**src/hw/amrp_pkg.sv**
```systemverilog
// Constants, types and helpers shared by the address-map block.
// Assumes one 40 MHz clock and a synchronous active-high reset.
package amrp_pkg;
  // ==========================================================
  // Bus register offsets and fields
  localparam logic [7:0] ADR_RP   = 8'h00;
  localparam logic [7:0] ADR_CTRL = 8'h04;
  localparam logic [7:0] ADR_STAT = 8'h08;
  localparam logic [7:0] ADR_WDTM = 8'h0C;
  localparam logic [7:0] ADR_SMR  = 8'h10;
  localparam logic [7:0] ADR_P2M  = 8'h14;
  localparam logic [7:0] ADR_P3M  = 8'h18;
  localparam int CTRL_PROT_BIT = 0;
  localparam int STAT_BUSY_BIT = 4;
  localparam int STAT_RL_BIT   = 3;
  localparam int SMR_FLAG_BIT  = 7;
  localparam int SMR_POL_BIT   = 6;
  localparam int SMR_SRC_LSB   = 2;
  localparam logic [7:0] RP_RST   = 8'h00;
  localparam logic [7:0] CTRL_RST = 8'h00;
  localparam logic [7:0] WDTM_RST = 8'h00;
  localparam logic [7:0] SMR_RST  = 8'h00;
  localparam logic [7:0] P2M_RST  = 8'h00;
  localparam logic [7:0] P3M_RST  = 8'h00;
  localparam logic [7:0] BLOCKED_DATA = 8'hFF;
  // ==========================================================
  // Program memory map
  localparam logic [15:0] VEC_BASE    = 16'h0000;
  localparam logic [15:0] USER_START  = 16'h000C;
  localparam logic [15:0] INT_PM_TOP  = 16'h0FFF;
  localparam logic [15:0] PC_RESET    = 16'h000C;
  // ==========================================================
  // Register file map
  localparam logic [7:0] GP_BASE    = 8'h04;
  localparam logic [7:0] WBANK_BASE = 8'hE0;
  localparam logic [7:0] WBANK_TOP  = 8'hEF;
  localparam logic [7:0] CTRL_BASE  = 8'hF1;
  localparam logic [7:0] CTRL_TOP   = 8'hFF;
  localparam int GP_REGS_DEF = 236;
  // ==========================================================
  // Timing
  localparam int CLK_MHZ      = 40;
  localparam int POR_TIME_US  = 5000;
  localparam int POR_CYCLES   = POR_TIME_US * CLK_MHZ;
  localparam int HOLD_TIME_NS = 100;
  localparam int HOLD_CYCLES  = (HOLD_TIME_NS * CLK_MHZ + 999) / 1000;
  // ==========================================================
  // Types
  typedef enum logic [1:0] {AM_DIRECT, AM_INDIRECT, AM_WORKING} amrp_amode_t;
  typedef enum logic [1:0] {RC_PORT, RC_GP, RC_CTRL, RC_NONE} amrp_rclass_t;

  // Inclusive range test on 16-bit addresses
  function automatic logic amrp_in_span(input logic [15:0] a,
                                        input logic [15:0] lo,
                                        input logic [15:0] hi);
    return (a >= lo) && (a <= hi);
  endfunction
endpackage

```
**src/hw/amrp_rst_if.sv**
```systemverilog
// Reset handshake between the reset sequencer and the block top.
// Assumes both ends sit on the same clock.
`timescale 1ns/1ps
`default_nettype none
interface amrp_rst_if;
  logic wdt_req;    // Watchdog timeout seen
  logic stop_req;   // Armed stop wake source active
  logic core_reset; // Core held in reset
  logic pc_load;    // Load reset address
  logic wdt_take;   // Watchdog reset accepted
  logic stop_take;  // Stop recovery reset accepted
  modport gen (input wdt_req, stop_req,
               output core_reset, pc_load, wdt_take, stop_take);
  modport use_ (output wdt_req, stop_req,
                input core_reset, pc_load, wdt_take, stop_take);
endinterface
`default_nettype wire

```
**src/hw/amrp_top.sv**
```systemverilog
// Top of the address-map, reset and protection block.
// Assumes a classic Wishbone master and a core on the same clock.
//
// Our own choices: the register addresses and the Wishbone interface to the registers.
`timescale 1ns/1ps
`default_nettype none
module amrp_top #(
  parameter int POR_CYCLES = amrp_pkg::POR_CYCLES,  // Power-on timeout
  parameter int GP_REGS    = amrp_pkg::GP_REGS_DEF  // 236 or 125
) (
  input  wire logic         clock,        // 40 MHz system clock
  input  wire logic         reset,        // Synchronous power-up reset
  input  wire logic         wb_cyc,       // Bus cycle
  input  wire logic         wb_stb,       // Bus strobe
  input  wire logic         wb_we,        // Bus write
  input  wire logic [7:0]   wb_adr,       // Byte address
  input  wire logic [3:0]   wb_sel,       // Byte lanes
  input  wire logic [31:0]  wb_dat_w,     // Write data
  output logic [31:0]       wb_dat_r,     // Read data
  output logic              wb_ack,       // Bus acknowledge
  input  wire logic         romless_pin,  // ROMless strap
  input  wire logic         wdt_timeout,  // Watchdog expiry pulse
  input  wire logic         stop_mode,    // Core is stopped
  input  wire logic [7:0]   stop_wake,    // Wake source lines
  output logic              core_reset,   // Core reset
  output logic              pc_load,      // Load program counter
  output logic [15:0]       pc_load_addr, // Reset address
  input  wire logic         fetch_req,    // Fetch strobe
  input  wire logic         fetch_first,  // Fetch starts an instruction
  input  wire logic [15:0]  fetch_addr,   // Fetch address
  output logic              fetch_int,    // Fetch internal
  output logic              fetch_vec,    // Fetch in vectors
  output logic              fetch_user,   // Fetch in user area
  input  wire logic         load_req,     // Code load strobe
  input  wire logic [1:0]   load_kind,    // Which code load
  input  wire logic [15:0]  load_addr,    // Code load address
  input  wire logic [7:0]   pm_rdata,     // Program memory data
  output logic [7:0]        load_data,    // Load result
  output logic              load_blocked, // Load was refused
  input  wire logic         ra_req,       // Register address strobe
  input  wire amrp_pkg::amrp_amode_t ra_mode, // Addressing mode
  input  wire logic [7:0]   ra_operand,   // Address field
  output logic [7:0]        ra_addr,      // Resolved address
  output logic              ra_ok,        // Address reaches a register
  output amrp_pkg::amrp_rclass_t ra_class, // Register kind
  output logic [3:0]        erf_bank,     // Expanded bank
  output logic [7:0]        wdtm_out,     // Watchdog mode
  output logic [7:0]        p2m_out,      // Port 2 mode
  output logic [7:0]        p3m_out       // Port 3 mode
);
  amrp_rst_if rif ();

  logic [7:0]  rp_r, ctrl_r, wdtm_r, smr_r, p2m_r, p3m_r;
  logic [2:0]  cause_r;
  logic        romless_r, exec_ext_r, ack_r;
  logic [31:0] dat_r;
  logic        m_fint, m_fvec, m_fuser, m_lint, m_block;
  logic        f_int_r, f_vec_r, f_user_r, l_blk_r;
  logic [7:0]  l_dat_r, ra_addr_r;
  logic        ra_ok_r;
  logic [3:0]  bank_r;
  amrp_pkg::amrp_rclass_t ra_class_r;
  logic        wr, rd;
  logic [7:0]  wbyte, ra_nxt;
  logic        ok_nxt;

  // ==========================================================
  // Reset sources
  amrp_reset_gen #(.POR_CYCLES(POR_CYCLES)) u_rst (
    .clock (clock),
    .reset (reset),
    .rif   (rif)
  );

  // Watchdog and armed stop wake source request reset
  assign rif.wdt_req  = wdt_timeout;
  assign rif.stop_req = stop_mode
    && (stop_wake[smr_r[amrp_pkg::SMR_SRC_LSB +: 3]]
        == smr_r[amrp_pkg::SMR_POL_BIT]);

  // ROMless strap caught while reset is applied
  always_ff @(posedge clock) begin
    if (reset) begin
      romless_r <= romless_pin;
    end
  end

  // Last reset cause: bit 0 power-on, 1 watchdog, 2 stop
  always_ff @(posedge clock) begin
    if (reset) begin
      cause_r <= 3'h1;
    end else if (rif.wdt_take) begin
      cause_r <= 3'h2;
    end else if (rif.stop_take) begin
      cause_r <= 3'h4;
    end
  end

  // ==========================================================
  // Wishbone slave
  assign wr    = wb_cyc && wb_stb && wb_we && !ack_r && wb_sel[0];
  assign rd    = wb_cyc && wb_stb && !wb_we && !ack_r;
  assign wbyte = wb_dat_w[7:0];

  // One-cycle acknowledge, any address answers
  always_ff @(posedge clock) begin
    if (reset) begin
      ack_r <= 1'b0;
    end else begin
      ack_r <= wb_cyc && wb_stb && !ack_r;
    end
  end

  // Read data, unmapped and write-only read zero
  always_ff @(posedge clock) begin
    if (reset) begin
      dat_r <= 32'h0;
    end else if (rd) begin
      case (wb_adr)
        amrp_pkg::ADR_RP:   dat_r <= {24'h0, rp_r};
        amrp_pkg::ADR_CTRL: dat_r <= {24'h0, ctrl_r};
        amrp_pkg::ADR_STAT: dat_r <= {27'h0, rif.core_reset, romless_r, cause_r};
        amrp_pkg::ADR_SMR:  dat_r <= {24'h0, smr_r[7], 7'h0};
        amrp_pkg::ADR_P2M:  dat_r <= {24'h0, p2m_r};
        amrp_pkg::ADR_P3M:  dat_r <= {24'h0, p3m_r};
        default:            dat_r <= 32'h0;
      endcase
    end
  end

  // ==========================================================
  // Register pointer and control
  // Pointer clears on every reset source
  always_ff @(posedge clock) begin
    if (reset || rif.wdt_take || rif.stop_take) begin
      rp_r <= amrp_pkg::RP_RST;
    end else if (wr && wb_adr == amrp_pkg::ADR_RP) begin
      rp_r <= wbyte;
    end
  end

  // Protection enable
  always_ff @(posedge clock) begin
    if (reset || rif.wdt_take || rif.stop_take) begin
      ctrl_r <= amrp_pkg::CTRL_RST;
    end else if (wr && wb_adr == amrp_pkg::ADR_CTRL) begin
      ctrl_r <= wbyte;
    end
  end

  // ==========================================================
  // Mode registers kept through stop recovery
  always_ff @(posedge clock) begin
    if (reset || rif.wdt_take) begin
      wdtm_r <= amrp_pkg::WDTM_RST;
      p2m_r  <= amrp_pkg::P2M_RST;
      p3m_r  <= amrp_pkg::P3M_RST;
    end else if (wr) begin
      if (wb_adr == amrp_pkg::ADR_WDTM) begin
        wdtm_r <= wbyte;
      end
      if (wb_adr == amrp_pkg::ADR_P2M) begin
        p2m_r <= wbyte;
      end
      if (wb_adr == amrp_pkg::ADR_P3M) begin
        p3m_r <= wbyte;
      end
    end
  end

  // Stop recovery fields; flag set by recovery, cleared by power-on only
  always_ff @(posedge clock) begin
    if (reset) begin
      smr_r <= amrp_pkg::SMR_RST;
    end else begin
      if (rif.wdt_take) begin
        smr_r[6:0] <= amrp_pkg::SMR_RST[6:0];
      end else if (wr && wb_adr == amrp_pkg::ADR_SMR) begin
        smr_r[6:0] <= wbyte[6:0];
      end
      if (rif.stop_take) begin
        smr_r[amrp_pkg::SMR_FLAG_BIT] <= 1'b1;
      end
    end
  end

  // ==========================================================
  // Program memory map and protection
  amrp_mem_map u_map (
    .romless    (romless_r),
    .protect    (ctrl_r[amrp_pkg::CTRL_PROT_BIT]),
    .exec_ext   (exec_ext_r),
    .fetch_addr (fetch_addr),
    .load_addr  (load_addr),
    .fetch_int  (m_fint),
    .fetch_vec  (m_fvec),
    .fetch_user (m_fuser),
    .load_int   (m_lint),
    .load_block (m_block)
  );

  // Execution source follows each instruction's first fetch
  always_ff @(posedge clock) begin
    if (reset || rif.core_reset) begin
      exec_ext_r <= romless_r;
    end else if (fetch_req && fetch_first) begin
      exec_ext_r <= !m_fint;
    end
  end

  // Registered fetch decode
  always_ff @(posedge clock) begin
    if (reset) begin
      f_int_r  <= 1'b0;
      f_vec_r  <= 1'b0;
      f_user_r <= 1'b0;
    end else if (fetch_req) begin
      f_int_r  <= m_fint;
      f_vec_r  <= m_fvec;
      f_user_r <= m_fuser;
    end
  end

  // Load result; all four code load kinds share the rule
  always_ff @(posedge clock) begin
    if (reset) begin
      l_dat_r <= 8'h00;
      l_blk_r <= 1'b0;
    end else if (load_req) begin
      l_blk_r <= m_block;
      l_dat_r <= m_block ? amrp_pkg::BLOCKED_DATA : pm_rdata;
    end
  end

  // ==========================================================
  // Register file addressing
  // Resolve operand per mode
  always_comb begin
    ra_nxt = ra_operand;
    ok_nxt = 1'b1;
    case (ra_mode)
      amrp_pkg::AM_WORKING: ra_nxt = {rp_r[7:4], ra_operand[3:0]};
      amrp_pkg::AM_INDIRECT: ok_nxt = 1'b1;
      amrp_pkg::AM_DIRECT: begin
        ok_nxt = !amrp_pkg::amrp_in_span({8'h00, ra_operand},
                                         {8'h00, amrp_pkg::WBANK_BASE},
                                         {8'h00, amrp_pkg::WBANK_TOP});
      end
      default: ok_nxt = 1'b0;
    endcase
  end

  // Register kind of a resolved address
  function automatic amrp_pkg::amrp_rclass_t rclass(input logic [7:0] a);
    if (a < 8'(amrp_pkg::GP_BASE - 8'h01)) begin
      return amrp_pkg::RC_PORT;
    end else if (a >= amrp_pkg::GP_BASE && a < 8'(amrp_pkg::GP_BASE + 8'(GP_REGS))) begin
      return amrp_pkg::RC_GP;
    end else if (a >= amrp_pkg::CTRL_BASE) begin
      return amrp_pkg::RC_CTRL;
    end
    return amrp_pkg::RC_NONE;
  endfunction

  // Registered address result
  always_ff @(posedge clock) begin
    if (reset) begin
      ra_addr_r  <= 8'h00;
      ra_ok_r    <= 1'b0;
      ra_class_r <= amrp_pkg::RC_NONE;
      bank_r     <= 4'h0;
    end else if (ra_req) begin
      ra_addr_r  <= ra_nxt;
      ra_ok_r    <= ok_nxt && (rclass(ra_nxt) != amrp_pkg::RC_NONE);
      ra_class_r <= rclass(ra_nxt);
      bank_r     <= rp_r[3:0];
    end
  end

  // ==========================================================
  // Outputs
  assign wb_ack       = ack_r;
  assign wb_dat_r     = dat_r;
  assign core_reset   = rif.core_reset;
  assign pc_load      = rif.pc_load;
  assign pc_load_addr = amrp_pkg::PC_RESET;
  assign fetch_int    = f_int_r;
  assign fetch_vec    = f_vec_r;
  assign fetch_user   = f_user_r;
  assign load_data    = l_dat_r;
  assign load_blocked = l_blk_r;
  assign ra_addr      = ra_addr_r;
  assign ra_ok        = ra_ok_r;
  assign ra_class     = ra_class_r;
  assign erf_bank     = bank_r;
  assign wdtm_out     = wdtm_r;
  assign p2m_out      = p2m_r;
  assign p3m_out      = p3m_r;

  // ==========================================================
  // Checks
  a_rp_cleared: assert property (@(posedge clock) disable iff (reset)
    (rif.wdt_take || rif.stop_take) |=> rp_r == 8'h00)
    else $error("pointer not cleared by reset");
  a_stop_keeps: assert property (@(posedge clock) disable iff (reset)
    rif.stop_take |=> (wdtm_r == $past(wdtm_r)) && (p3m_r == $past(p3m_r)))
    else $error("mode register lost on stop recovery");
  a_block_value: assert property (@(posedge clock) disable iff (reset)
    (load_req && ctrl_r[0] && exec_ext_r && !romless_r && load_addr <= 16'h0FFF)
    |=> load_blocked && load_data == 8'hFF)
    else $error("protected load not blocked");
  a_internal_ok: assert property (@(posedge clock) disable iff (reset)
    (load_req && !exec_ext_r) |=> !load_blocked && load_data == $past(pm_rdata))
    else $error("internal load refused");
  a_work_group: assert property (@(posedge clock) disable iff (reset)
    (ra_req && ra_mode == amrp_pkg::AM_WORKING)
    |=> ra_addr == {$past(rp_r[7:4]), $past(ra_operand[3:0])})
    else $error("working register address wrong");
  a_direct_bank: assert property (@(posedge clock) disable iff (reset)
    (ra_req && ra_mode == amrp_pkg::AM_DIRECT && ra_operand[7:4] == 4'hE)
    |=> !ra_ok)
    else $error("direct access reached bank E");
  a_vec_area: assert property (@(posedge clock) disable iff (reset)
    (fetch_req && !romless_r && fetch_addr < 16'h000C) |=> fetch_vec && !fetch_user)
    else $error("vector area decode wrong");
  a_ack_pulse: assert property (@(posedge clock) disable iff (reset)
    wb_ack |=> !wb_ack)
    else $error("acknowledge held too long");
endmodule
`default_nettype wire

```
**src/hw/amrp_reset_gen.sv**
```systemverilog
// Reset sequencer: power-on timeout, then watchdog and stop resets.
// Assumes requests are synchronous to clock.
`timescale 1ns/1ps
`default_nettype none
module amrp_reset_gen #(
  parameter int POR_CYCLES = amrp_pkg::POR_CYCLES
) (
  input  wire logic clock, // System clock
  input  wire logic reset, // Synchronous power-up reset
  amrp_rst_if.gen   rif    // Reset handshake
);
  localparam int CW = $clog2(POR_CYCLES + 1);
  typedef enum logic [1:0] {RG_POR, RG_HOLD, RG_RUN} amrp_rg_state_t;
  amrp_rg_state_t state_r;
  logic [CW-1:0]  cnt_r;
  logic           pc_load_r;
  logic           leave;

  // ==========================================================
  // Sequencer
  // End of a timeout
  always_comb begin
    case (state_r)
      RG_POR:  leave = (cnt_r == CW'(POR_CYCLES - 1));
      RG_HOLD: leave = (cnt_r == CW'(amrp_pkg::HOLD_CYCLES - 1));
      default: leave = 1'b0;
    endcase
  end

  // State and counter
  always_ff @(posedge clock) begin
    if (reset) begin
      state_r <= RG_POR;
      cnt_r   <= '0;
    end else begin
      case (state_r)
        RG_POR, RG_HOLD: begin
          cnt_r <= leave ? '0 : cnt_r + 1'b1;
          if (leave) begin
            state_r <= RG_RUN;
          end
        end
        RG_RUN: begin
          if (rif.wdt_req || rif.stop_req) begin
            state_r <= RG_HOLD;
          end
        end
        default: state_r <= RG_POR;
      endcase
    end
  end

  // Reset address load on release
  always_ff @(posedge clock) begin
    if (reset) begin
      pc_load_r <= 1'b0;
    end else begin
      pc_load_r <= leave;
    end
  end

  assign rif.core_reset = (state_r != RG_RUN);
  assign rif.pc_load    = pc_load_r;
  assign rif.wdt_take   = (state_r == RG_RUN) && rif.wdt_req;
  assign rif.stop_take  = (state_r == RG_RUN) && rif.stop_req && !rif.wdt_req;

  // ==========================================================
  // Checks
  a_hold_len: assert property (@(posedge clock) disable iff (reset)
    $rose(rif.core_reset) |-> rif.core_reset[*4] ##1 !rif.core_reset)
    else $error("hold reset length wrong");
  a_take_reset: assert property (@(posedge clock) disable iff (reset)
    (rif.wdt_take || rif.stop_take) |=> rif.core_reset)
    else $error("accepted reset not applied");
  a_pc_release: assert property (@(posedge clock) disable iff (reset)
    $fell(rif.core_reset) |-> rif.pc_load ##1 !rif.pc_load)
    else $error("reset address load missing");
endmodule
`default_nettype wire

```
**src/hw/amrp_mem_map.sv**
```systemverilog
// Program memory map decode and load protection check.
// Assumes addresses are stable while their request is high.
`timescale 1ns/1ps
`default_nettype none
module amrp_mem_map (
  input  wire logic        romless,    // External program memory only
  input  wire logic        protect,    // Load protection on
  input  wire logic        exec_ext,   // Running from external memory
  input  wire logic [15:0] fetch_addr, // Fetch address
  input  wire logic [15:0] load_addr,  // Code load address
  output logic             fetch_int,  // Fetch hits internal array
  output logic             fetch_vec,  // Fetch in vector table
  output logic             fetch_user, // Fetch in user area
  output logic             load_int,   // Load hits internal array
  output logic             load_block  // Load must be refused
);
  // Internal array only without ROMless, 4 KB deep
  assign fetch_int = !romless
    && amrp_pkg::amrp_in_span(fetch_addr, amrp_pkg::VEC_BASE,
                              amrp_pkg::INT_PM_TOP);
  assign fetch_vec = fetch_int
    && (fetch_addr < amrp_pkg::USER_START);
  assign fetch_user = fetch_int
    && amrp_pkg::amrp_in_span(fetch_addr, amrp_pkg::USER_START,
                              amrp_pkg::INT_PM_TOP);
  assign load_int = !romless
    && amrp_pkg::amrp_in_span(load_addr, amrp_pkg::VEC_BASE,
                              amrp_pkg::INT_PM_TOP);
  // Refuse only external code reading the internal array
  assign load_block = protect && exec_ext && load_int;
endmodule
`default_nettype wire

```
**config.mk**
```make
export PLATFORM = sky130hd
export DESIGN_NAME = amrp_top
export DESIGN_NICKNAME = d
export VERILOG_FILES = /design/src/hw/amrp_pkg.sv /design/src/hw/amrp_rst_if.sv /design/src/hw/amrp_top.sv /design/src/hw/amrp_reset_gen.sv /design/src/hw/amrp_mem_map.sv
export SDC_FILE = /design/constraint.sdc
export NUM_CORES = 1
export LEC_CHECK = 0
export BUFFER_PORTS_ARGS = -buffer_cell sky130_fd_sc_hd__buf_4
export CAP_MARGIN = 20
export CORE_ASPECT_RATIO = 1.1
export CORE_MARGIN = 2
export CORE_UTILIZATION = 50
export CTS_BUF_LIST = sky130_fd_sc_hd__clkbuf_4
export DETAILED_ROUTE_END_ITERATION = 12
export PLACE_DENSITY = 0.83
export REMOVE_ABC_BUFFERS = 1
export SLEW_MARGIN = 25
export SYNTH_ARGS = -nofsm -noshare
export SYNTH_HDL_FRONTEND = slang
export SYNTH_SLANG_ARGS = --single-unit
```
**constraint.sdc**
```tcl
create_clock -name clock -period 2.42 [get_ports clock]
set_input_delay 0.363 -clock clock [delete_from_list [all_inputs] [get_ports clock]]
set_output_delay 0.363 -clock clock [all_outputs]
set_load 0.01 [all_outputs]
```
* Word level (Yosys, flattened, before mapping)
Index checks and enable logic that the tools add are counted.
** Word-level totals
- RAM bits :: 0
- Word-level logic and storage cells :: 131
- Memories :: 0
- Output and inout bits :: 102
- ROM bits :: 0
- Input port bits :: 116
- Register bits after elaboration :: 134
- Latch bits :: 0
** Operators by class
- Eq/ne operators :: 17
- Reductions and logical operators :: 49
- $lt $le $gt $ge :: 13
- Div/mod/pow operators :: 0
- Multiplexer cells :: 26
- Bitwise logic cells :: 0
- Multipliers :: 0
- Add/sub/neg operators :: 1
- Shift operators :: 0
** Operators with widths (number)
- 8-bit one-hot mux with 6 select lines :: 1
- 16-bit by 1-bit >= comparator with 1-bit output, second input constant :: 2
- 16-bit by 12-bit <= comparator with 1-bit output, second input constant :: 2
- 1-bit logical AND :: 27
- 8-bit by 5-bit equality test with 1-bit output, second input constant :: 3
- 2-bit 2-to-1 mux :: 10
- 18-bit by 1-bit adder with 18-bit output, second input constant :: 1
- 18-bit equality test, second input constant :: 1
- 18-bit by 2-bit equality test with 1-bit output, second input constant :: 1
- 18-bit 2-to-1 mux :: 1
- 8-bit by 4-bit equality test with 1-bit output, second input constant :: 2
- 16-bit by 4-bit >= comparator with 1-bit output, second input constant :: 1
- 8-bit >= comparator, second input constant :: 2
- 16-bit by 4-bit < comparator with 1-bit output, second input constant :: 1
- 8-bit 2-to-1 mux :: 2
- 8-bit by 3-bit equality test with 1-bit output, second input constant :: 1
- 8-bit by 3-bit >= comparator with 1-bit output, second input constant :: 1
- 8-bit <= comparator, second input constant :: 1
- 8-bit zero test :: 1
- 8-bit by 2-bit < comparator with 1-bit output, second input constant :: 1
- 8-bit < comparator, second input constant :: 1
- 1-bit 2-to-1 mux :: 8
- 2-bit AND reduction :: 4
- 1-bit zero test :: 6
- 13 further kinds :: 25

* Depth between registers and ports, before layout
- Depth in word-level cells :: 13
- Mapped depth :: 8
- Gate-level depth less buffers :: 7

* Hierarchy
A second synthesis with hierarchy kept.
** Unflattened totals
- Cell total of the unflattened synthesis :: 594
- Area total of the unflattened synthesis :: 5317.6 um^2
** By module, submodules not included
- amrp_top :: seq. area each 1741.7 um^2, cells an instance 449, area an instance 4050.1 um^2, instances 1
- amrp_reset_gen :: seq. area each 420.4 um^2, cells an instance 134, area an instance 1193.6 um^2, instances 1
- amrp_mem_map :: seq. area each 0.0 um^2, cells an instance 11, area an instance 73.8 um^2, instances 1

* Worst setup path before layout
Ideal clock, no wire load.
- Path type :: input -> register
- Start :: input wb_adr[5]
- End :: register ctrl_r[0]
- Cell stages on the path :: 6
- Arrival time :: 1.697 ns
- Slack :: 0.609 ns
- Buffers on the path :: 1
- Library setup time :: 0.114 ns
- Data required time :: 2.306 ns
- Cell sequence :: or3_1 > nor3_2 > buf_2 > nand2_2 > mux2i_1 > nor2_1
** On the way
- Longest elaborated chain between the ends :: 2
** Ends and longest elaborated chain
- start: declaration :: line amrp_top.sv:16 : input wire logic [7:0] wb_adr,
- 8-bit by 3-bit equality test with 1-bit output :: line amrp_top.sv:146 : end else if (wr && wb_adr == amrp_pkg::ADR_CTRL) begin
- 1-bit logical AND :: line amrp_top.sv:146
- end signal: assignment :: line amrp_top.sv:145 : ctrl_r <= amrp_pkg::CTRL_RST;
- end signal: assignment :: line amrp_top.sv:147 : ctrl_r <= wbyte;
- end: declaration :: line amrp_top.sv:53 : logic [7:0] rp_r, ctrl_r, wdtm_r, smr_r, p2m_r, p3m_r;
Every way passes these cells.
A chain may end at the register's enable or synchronous reset.

* Worst setup path in the final report
- Start :: register u_rst.cnt_r[8]
- End :: register u_rst.cnt_r[4]
** On the way
- Longest elaborated chain between the ends :: 3
- Elaborated cells between the ends (all ways) :: 4
- Those cells by class :: eq/ne: 2; mux: 2
** Ends and longest elaborated chain
- start: declaration :: line amrp_reset_gen.sv:15 : logic [CW-1:0] cnt_r;
- start signal: assignment :: line amrp_reset_gen.sv:38 : cnt_r <= leave ? '0 : cnt_r + 1'b1;
- 18-bit by 2-bit equality test with 1-bit output / 18-bit equality test (equally long branches) :: line amrp_reset_gen.sv:25, amrp_reset_gen.sv:24
- 1-bit one-hot mux with 2 select lines (*) :: line amrp_reset_gen.sv:23 : case (state_r)
- 18-bit 2-to-1 mux (*) :: line amrp_reset_gen.sv:38
Mark *: on every way between the ends. The rest lies on a longest branch, timed or not.

==> metrics.log <==
INFO  metric run_status = finished clean
INFO  metric holdPathStages = 1
INFO  metric holdCritPathClass = in -> reg
INFO  metric postCtsResizedCells = 0
INFO  metric numCtsBuffers = 9
INFO  metric worst_setup_skew_after_layout = approximately 0.015 ns
INFO  metric post-route-min-period = roughly 2.1 ns
INFO  metric synth_common_cells = sky130_fd_sc_hd__dfxtp_1, sky130_fd_sc_hd__nor2_1, sky130_fd_sc_hd__mux2i_1, sky130_fd_sc_hd__buf_4, sky130_fd_sc_hd__nand2_1
INFO  metric post-synth-top-area-fraction = 0.412
INFO  metric ios = between 200 and 250
INFO  metric critical_path.reg2reg.endpoint = u_rst.cnt_r[4]$_SDFFE_PP0N_
INFO  metric cp-start-kind = flop
INFO  metric yosys.cell_count.top_type = sky130_fd_sc_hd__dfxtp_1
INFO  metric tns = 0 ns
INFO  metric route.detailed.wl_per_inst = around 16 um
INFO  metric vias_per_cell = around 5.4
INFO  metric cts_post_setup_buffers_inserted = 0
INFO  metric setup.worst_path.class = reg -> reg
INFO  metric coreArea = 9890 um^2
INFO  metric cts.hold.buffers_added = 0
INFO  metric clk_transition_reported_paths = approximately 0.16 ns
INFO  metric maxSlewViolCount = 0
INFO  metric synth.ff_latch_count = around 110
INFO  metric wirelength = roughly 13000 um
INFO  metric slew-limit-headroom = 0.603
INFO  metric cts_tree = done
INFO  metric detail_route.iter0.violations = roughly 220
INFO  metric synth.lib_cells_used.distinct = 64
INFO  metric critical_path_required = roughly 2.8 ns
INFO  metric detailroute.via_count = about 4.3k
INFO  metric htreeDepth = 3
INFO  metric worstSkewPairLatency = between 0.4 and 0.5 ns
INFO  metric floorplan.die.width = 100 um
INFO  metric synth_warnings = 0
INFO  metric drive_above_1_share = 0.268
INFO  metric worstPathArrival = around 2.5 ns
INFO  metric async_flop_share = 0
INFO  metric finish.cell_count_without_fillers = 802
INFO  metric crit_slowest_cell = sky130_fd_sc_hd__a2111oi_2
INFO  metric gp_congestion = roughly 0.87
INFO  metric setup.reg_to_reg.worst_slack = between 0.2 and 0.3 ns
INFO  metric worstReg2RegStart = u_rst.cnt_r[8]$_SDFFE_PP0N_
INFO  metric drc_violation_count_after_routing = 0
INFO  metric clock_path_buffers = 2
INFO  metric grt_first_pass_wirelength = 19300 um
INFO  metric fp.dieArea = 11000 um^2
INFO  metric grt_antenna_before_repair = 0
INFO  metric p_leak = ~2.9 nW
INFO  metric clkSinkCount = between 100 and 150
INFO  metric holdCritStartpoint = romless_pin
INFO  metric list_of_cells_traversed_by_the_critical_path = nor4_2 > nand3_1 > a2111oi_2 > or2_1 > nor2_1
INFO  metric powerDensity = 506 nW/um^2
INFO  metric finalNetCount = approximately 800
INFO  metric synth-main-ff-cell = sky130_fd_sc_hd__dfxtp_1
INFO  metric post-dp-hpwl = between 9000 and 10000 um
INFO  metric initial_core_util = 0.515
INFO  metric synth_largest_area_cell = sky130_fd_sc_hd__dfxtp_1
INFO  metric worst-r2r-cell-count = 5
INFO  metric seq_area_frac_synth = 0.424
INFO  metric synth.top_cells.by_area = sky130_fd_sc_hd__dfxtp_1, sky130_fd_sc_hd__mux2i_1, sky130_fd_sc_hd__nor2_1
INFO  metric rsz0062_at_grt = no
INFO  metric final_min_period_over_clock_period = 0.883
INFO  metric grt_max_degree = 36
INFO  metric place_worst_setup_slack = approximately 0.16 ns
INFO  metric transition_time_at_the_pin_with_the_least_slew_margin = 0.596 ns
INFO  metric place.port_buffers = around 130
INFO  metric placementRows = 38
INFO  metric mappedNetlistArea = about 5100 um^2
INFO  metric layout-area-overhead-vs-synth = 20.5%
INFO  metric clock-root-buffer = sky130_fd_sc_hd__clkbuf_4
INFO  metric maximum_clock_frequency = 468 MHz
INFO  metric hold_viol_final = 0
INFO  metric cp_slowest_stage_delay = roughly 0.53 ns
INFO  metric timing.final.ws_setup = about 0.28 ns
INFO  metric die_height = about 110 um
INFO  metric ant_nets = 0
INFO  metric grt.overflow.total = 0
INFO  metric insertedDiodeCount = 0
INFO  metric post_synth_inst_count = 553
INFO  metric holdPathEnd = romless_r$_DFFE_PP_
INFO  metric worst_ir_drop_vdd = between 0.2 and 0.3 mV
INFO  metric avgSynthCellArea = around 9.2 um^2
INFO  metric drv.max_cap_violation_count = 0
INFO  metric placed_cells_incl_taps = around 790
INFO  metric crit_path_end_kind = flop
INFO  metric setup_viol = 0
INFO  metric synth_enable_flop_cells = 2
INFO  metric gr-usage-all-layers = 0.221
INFO  metric crit_path_max_fanout = 16
INFO  metric first_pass_detailed_route_iteration_total = 5
INFO  metric first_global_vias = 4029
layout make-up:
class / instances / area [um^2]
inverter: 8 / 30.0
fill: 841 / 3750
multi-input combinational: 411 / 2610
clock inverter: 6 / 63.8
clock buffer: 10 / 75.1
sequential: 107 / 2160
tap: 120 / 150
timing repair buffer: 140 / 1050
report_power, final:
part | leakage [nW] | switching (W) | internal (W)
combinational | 1.91 | 0.000193 | 0.000164
clock | 0.0748 | 0.000598 | 0.000330
sequential | 0.872 | 0.0000212 | 0.00180
cells by family after synthesis:
group,share of synthesized area
AO/OA/AOI/OAI,0.110
adder cells (fa/ha/maj),0.0123
XOR/XNOR,0.0275
other,0.00147
multiplexers,0.135
AND/OR/NAND/NOR,0.198
flip-flops,0.424
buffers and inverters,0.0916
registers in the layout, summed over array words and instances, names as in the netlist, 2 cells and up:
name,cells
ra_class,2
erf_bank,4
smr_r,5
p2m_out,8
wdtm_out,8
load_data,8
ctrl_r,8
cause_r,3
u_rst.cnt_r,18
ra_addr,8
rp_r,8
u_rst.state_r,2
wb_dat_r,8
p3m_out,8
critical path: cells and delay by family, from the launching register on:
family | cells | cell delay, ns
AND/OR/NAND/NOR | 4 | 1.11
AO/OA/AOI/OAI | 1 | 0.53
flip-flops | 1 | 0.40
placed cells by master (no fill, tap or decap), types with 9 or more instances in the layout:
cell | Yosys | routed
sky130_fd_sc_hd__mux2i_1 | 63 | 63
sky130_fd_sc_hd__nor2_1 | 86 | 86
sky130_fd_sc_hd__dfxtp_1 | 105 | 105
sky130_fd_sc_hd__buf_4 | 41 | 140
sky130_fd_sc_hd__a21oi_1 | 25 | 25
sky130_fd_sc_hd__conb_1 | 2 | 40
sky130_fd_sc_hd__o21ai_0 | 9 | 9
sky130_fd_sc_hd__nor3_1 | 15 | 15
sky130_fd_sc_hd__nand2_1 | 38 | 38
sky130_fd_sc_hd__nand3_1 | 16 | 16
sky130_fd_sc_hd__clkbuf_4 | 0 | 10
per-stage QoR:
| stage | area (um^2) | total power, W | util | hold WS [ns] |
|---|---|---|---|---|
| final | 6140 | 0.00311 | 0.621 | 0.0658 |
| after global routing | 6140 | 0.00323 | 0.621 | 0.0428 |
| after CTS | 6140 | 0.00313 | 0.621 | 0.0412 |
| after detailed placement | 6000 | 0.00221 | 0.607 | 0.451 |
| after global placement | 6000 | 0.00220 | 0.607 | 0.440 |
| after floorplan | 4800 | 0.00200 | - | 0.432 |
metal layers:
layer | vias to the layer above | wire length [um] | global-route usage
li1 | 2104 | - | -
met1 | 2038 | 5160 | 0.265
met2 | 143 | 6440 | 0.397
met3 | 18 | 688 | 0.0407
met4 | 0 | 240 | 0.0783
met5 | - | 0 | 0
worst max path at each step:
stage | startpoint | endpoint | slack, ns | depth (start not counted)
CTS | u_rst.cnt_r[10]$_SDFFE_PP0N_ | u_rst.cnt_r[4]$_SDFFE_PP0N_ | 0.27 | 5
finish | u_rst.cnt_r[8]$_SDFFE_PP0N_ | u_rst.cnt_r[4]$_SDFFE_PP0N_ | 0.28 | 5
detailed placement | wb_adr[5] | wdtm_out[5]$_SDFFE_PP0P_ | 0.16 | 6
global placement | wb_adr[5] | p3m_out[0]$_SDFFE_PP0P_ | 0.22 | 6
global route | u_rst.cnt_r[10]$_SDFFE_PP0N_ | u_rst.cnt_r[7]$_SDFFE_PP0N_ | 0.06 | 5
floorplan | wb_adr[1] | rp_r[2]$_SDFFE_PP0P_ | 0.16 | 5
Note: power is estimated with default switching activity, not from simulation.
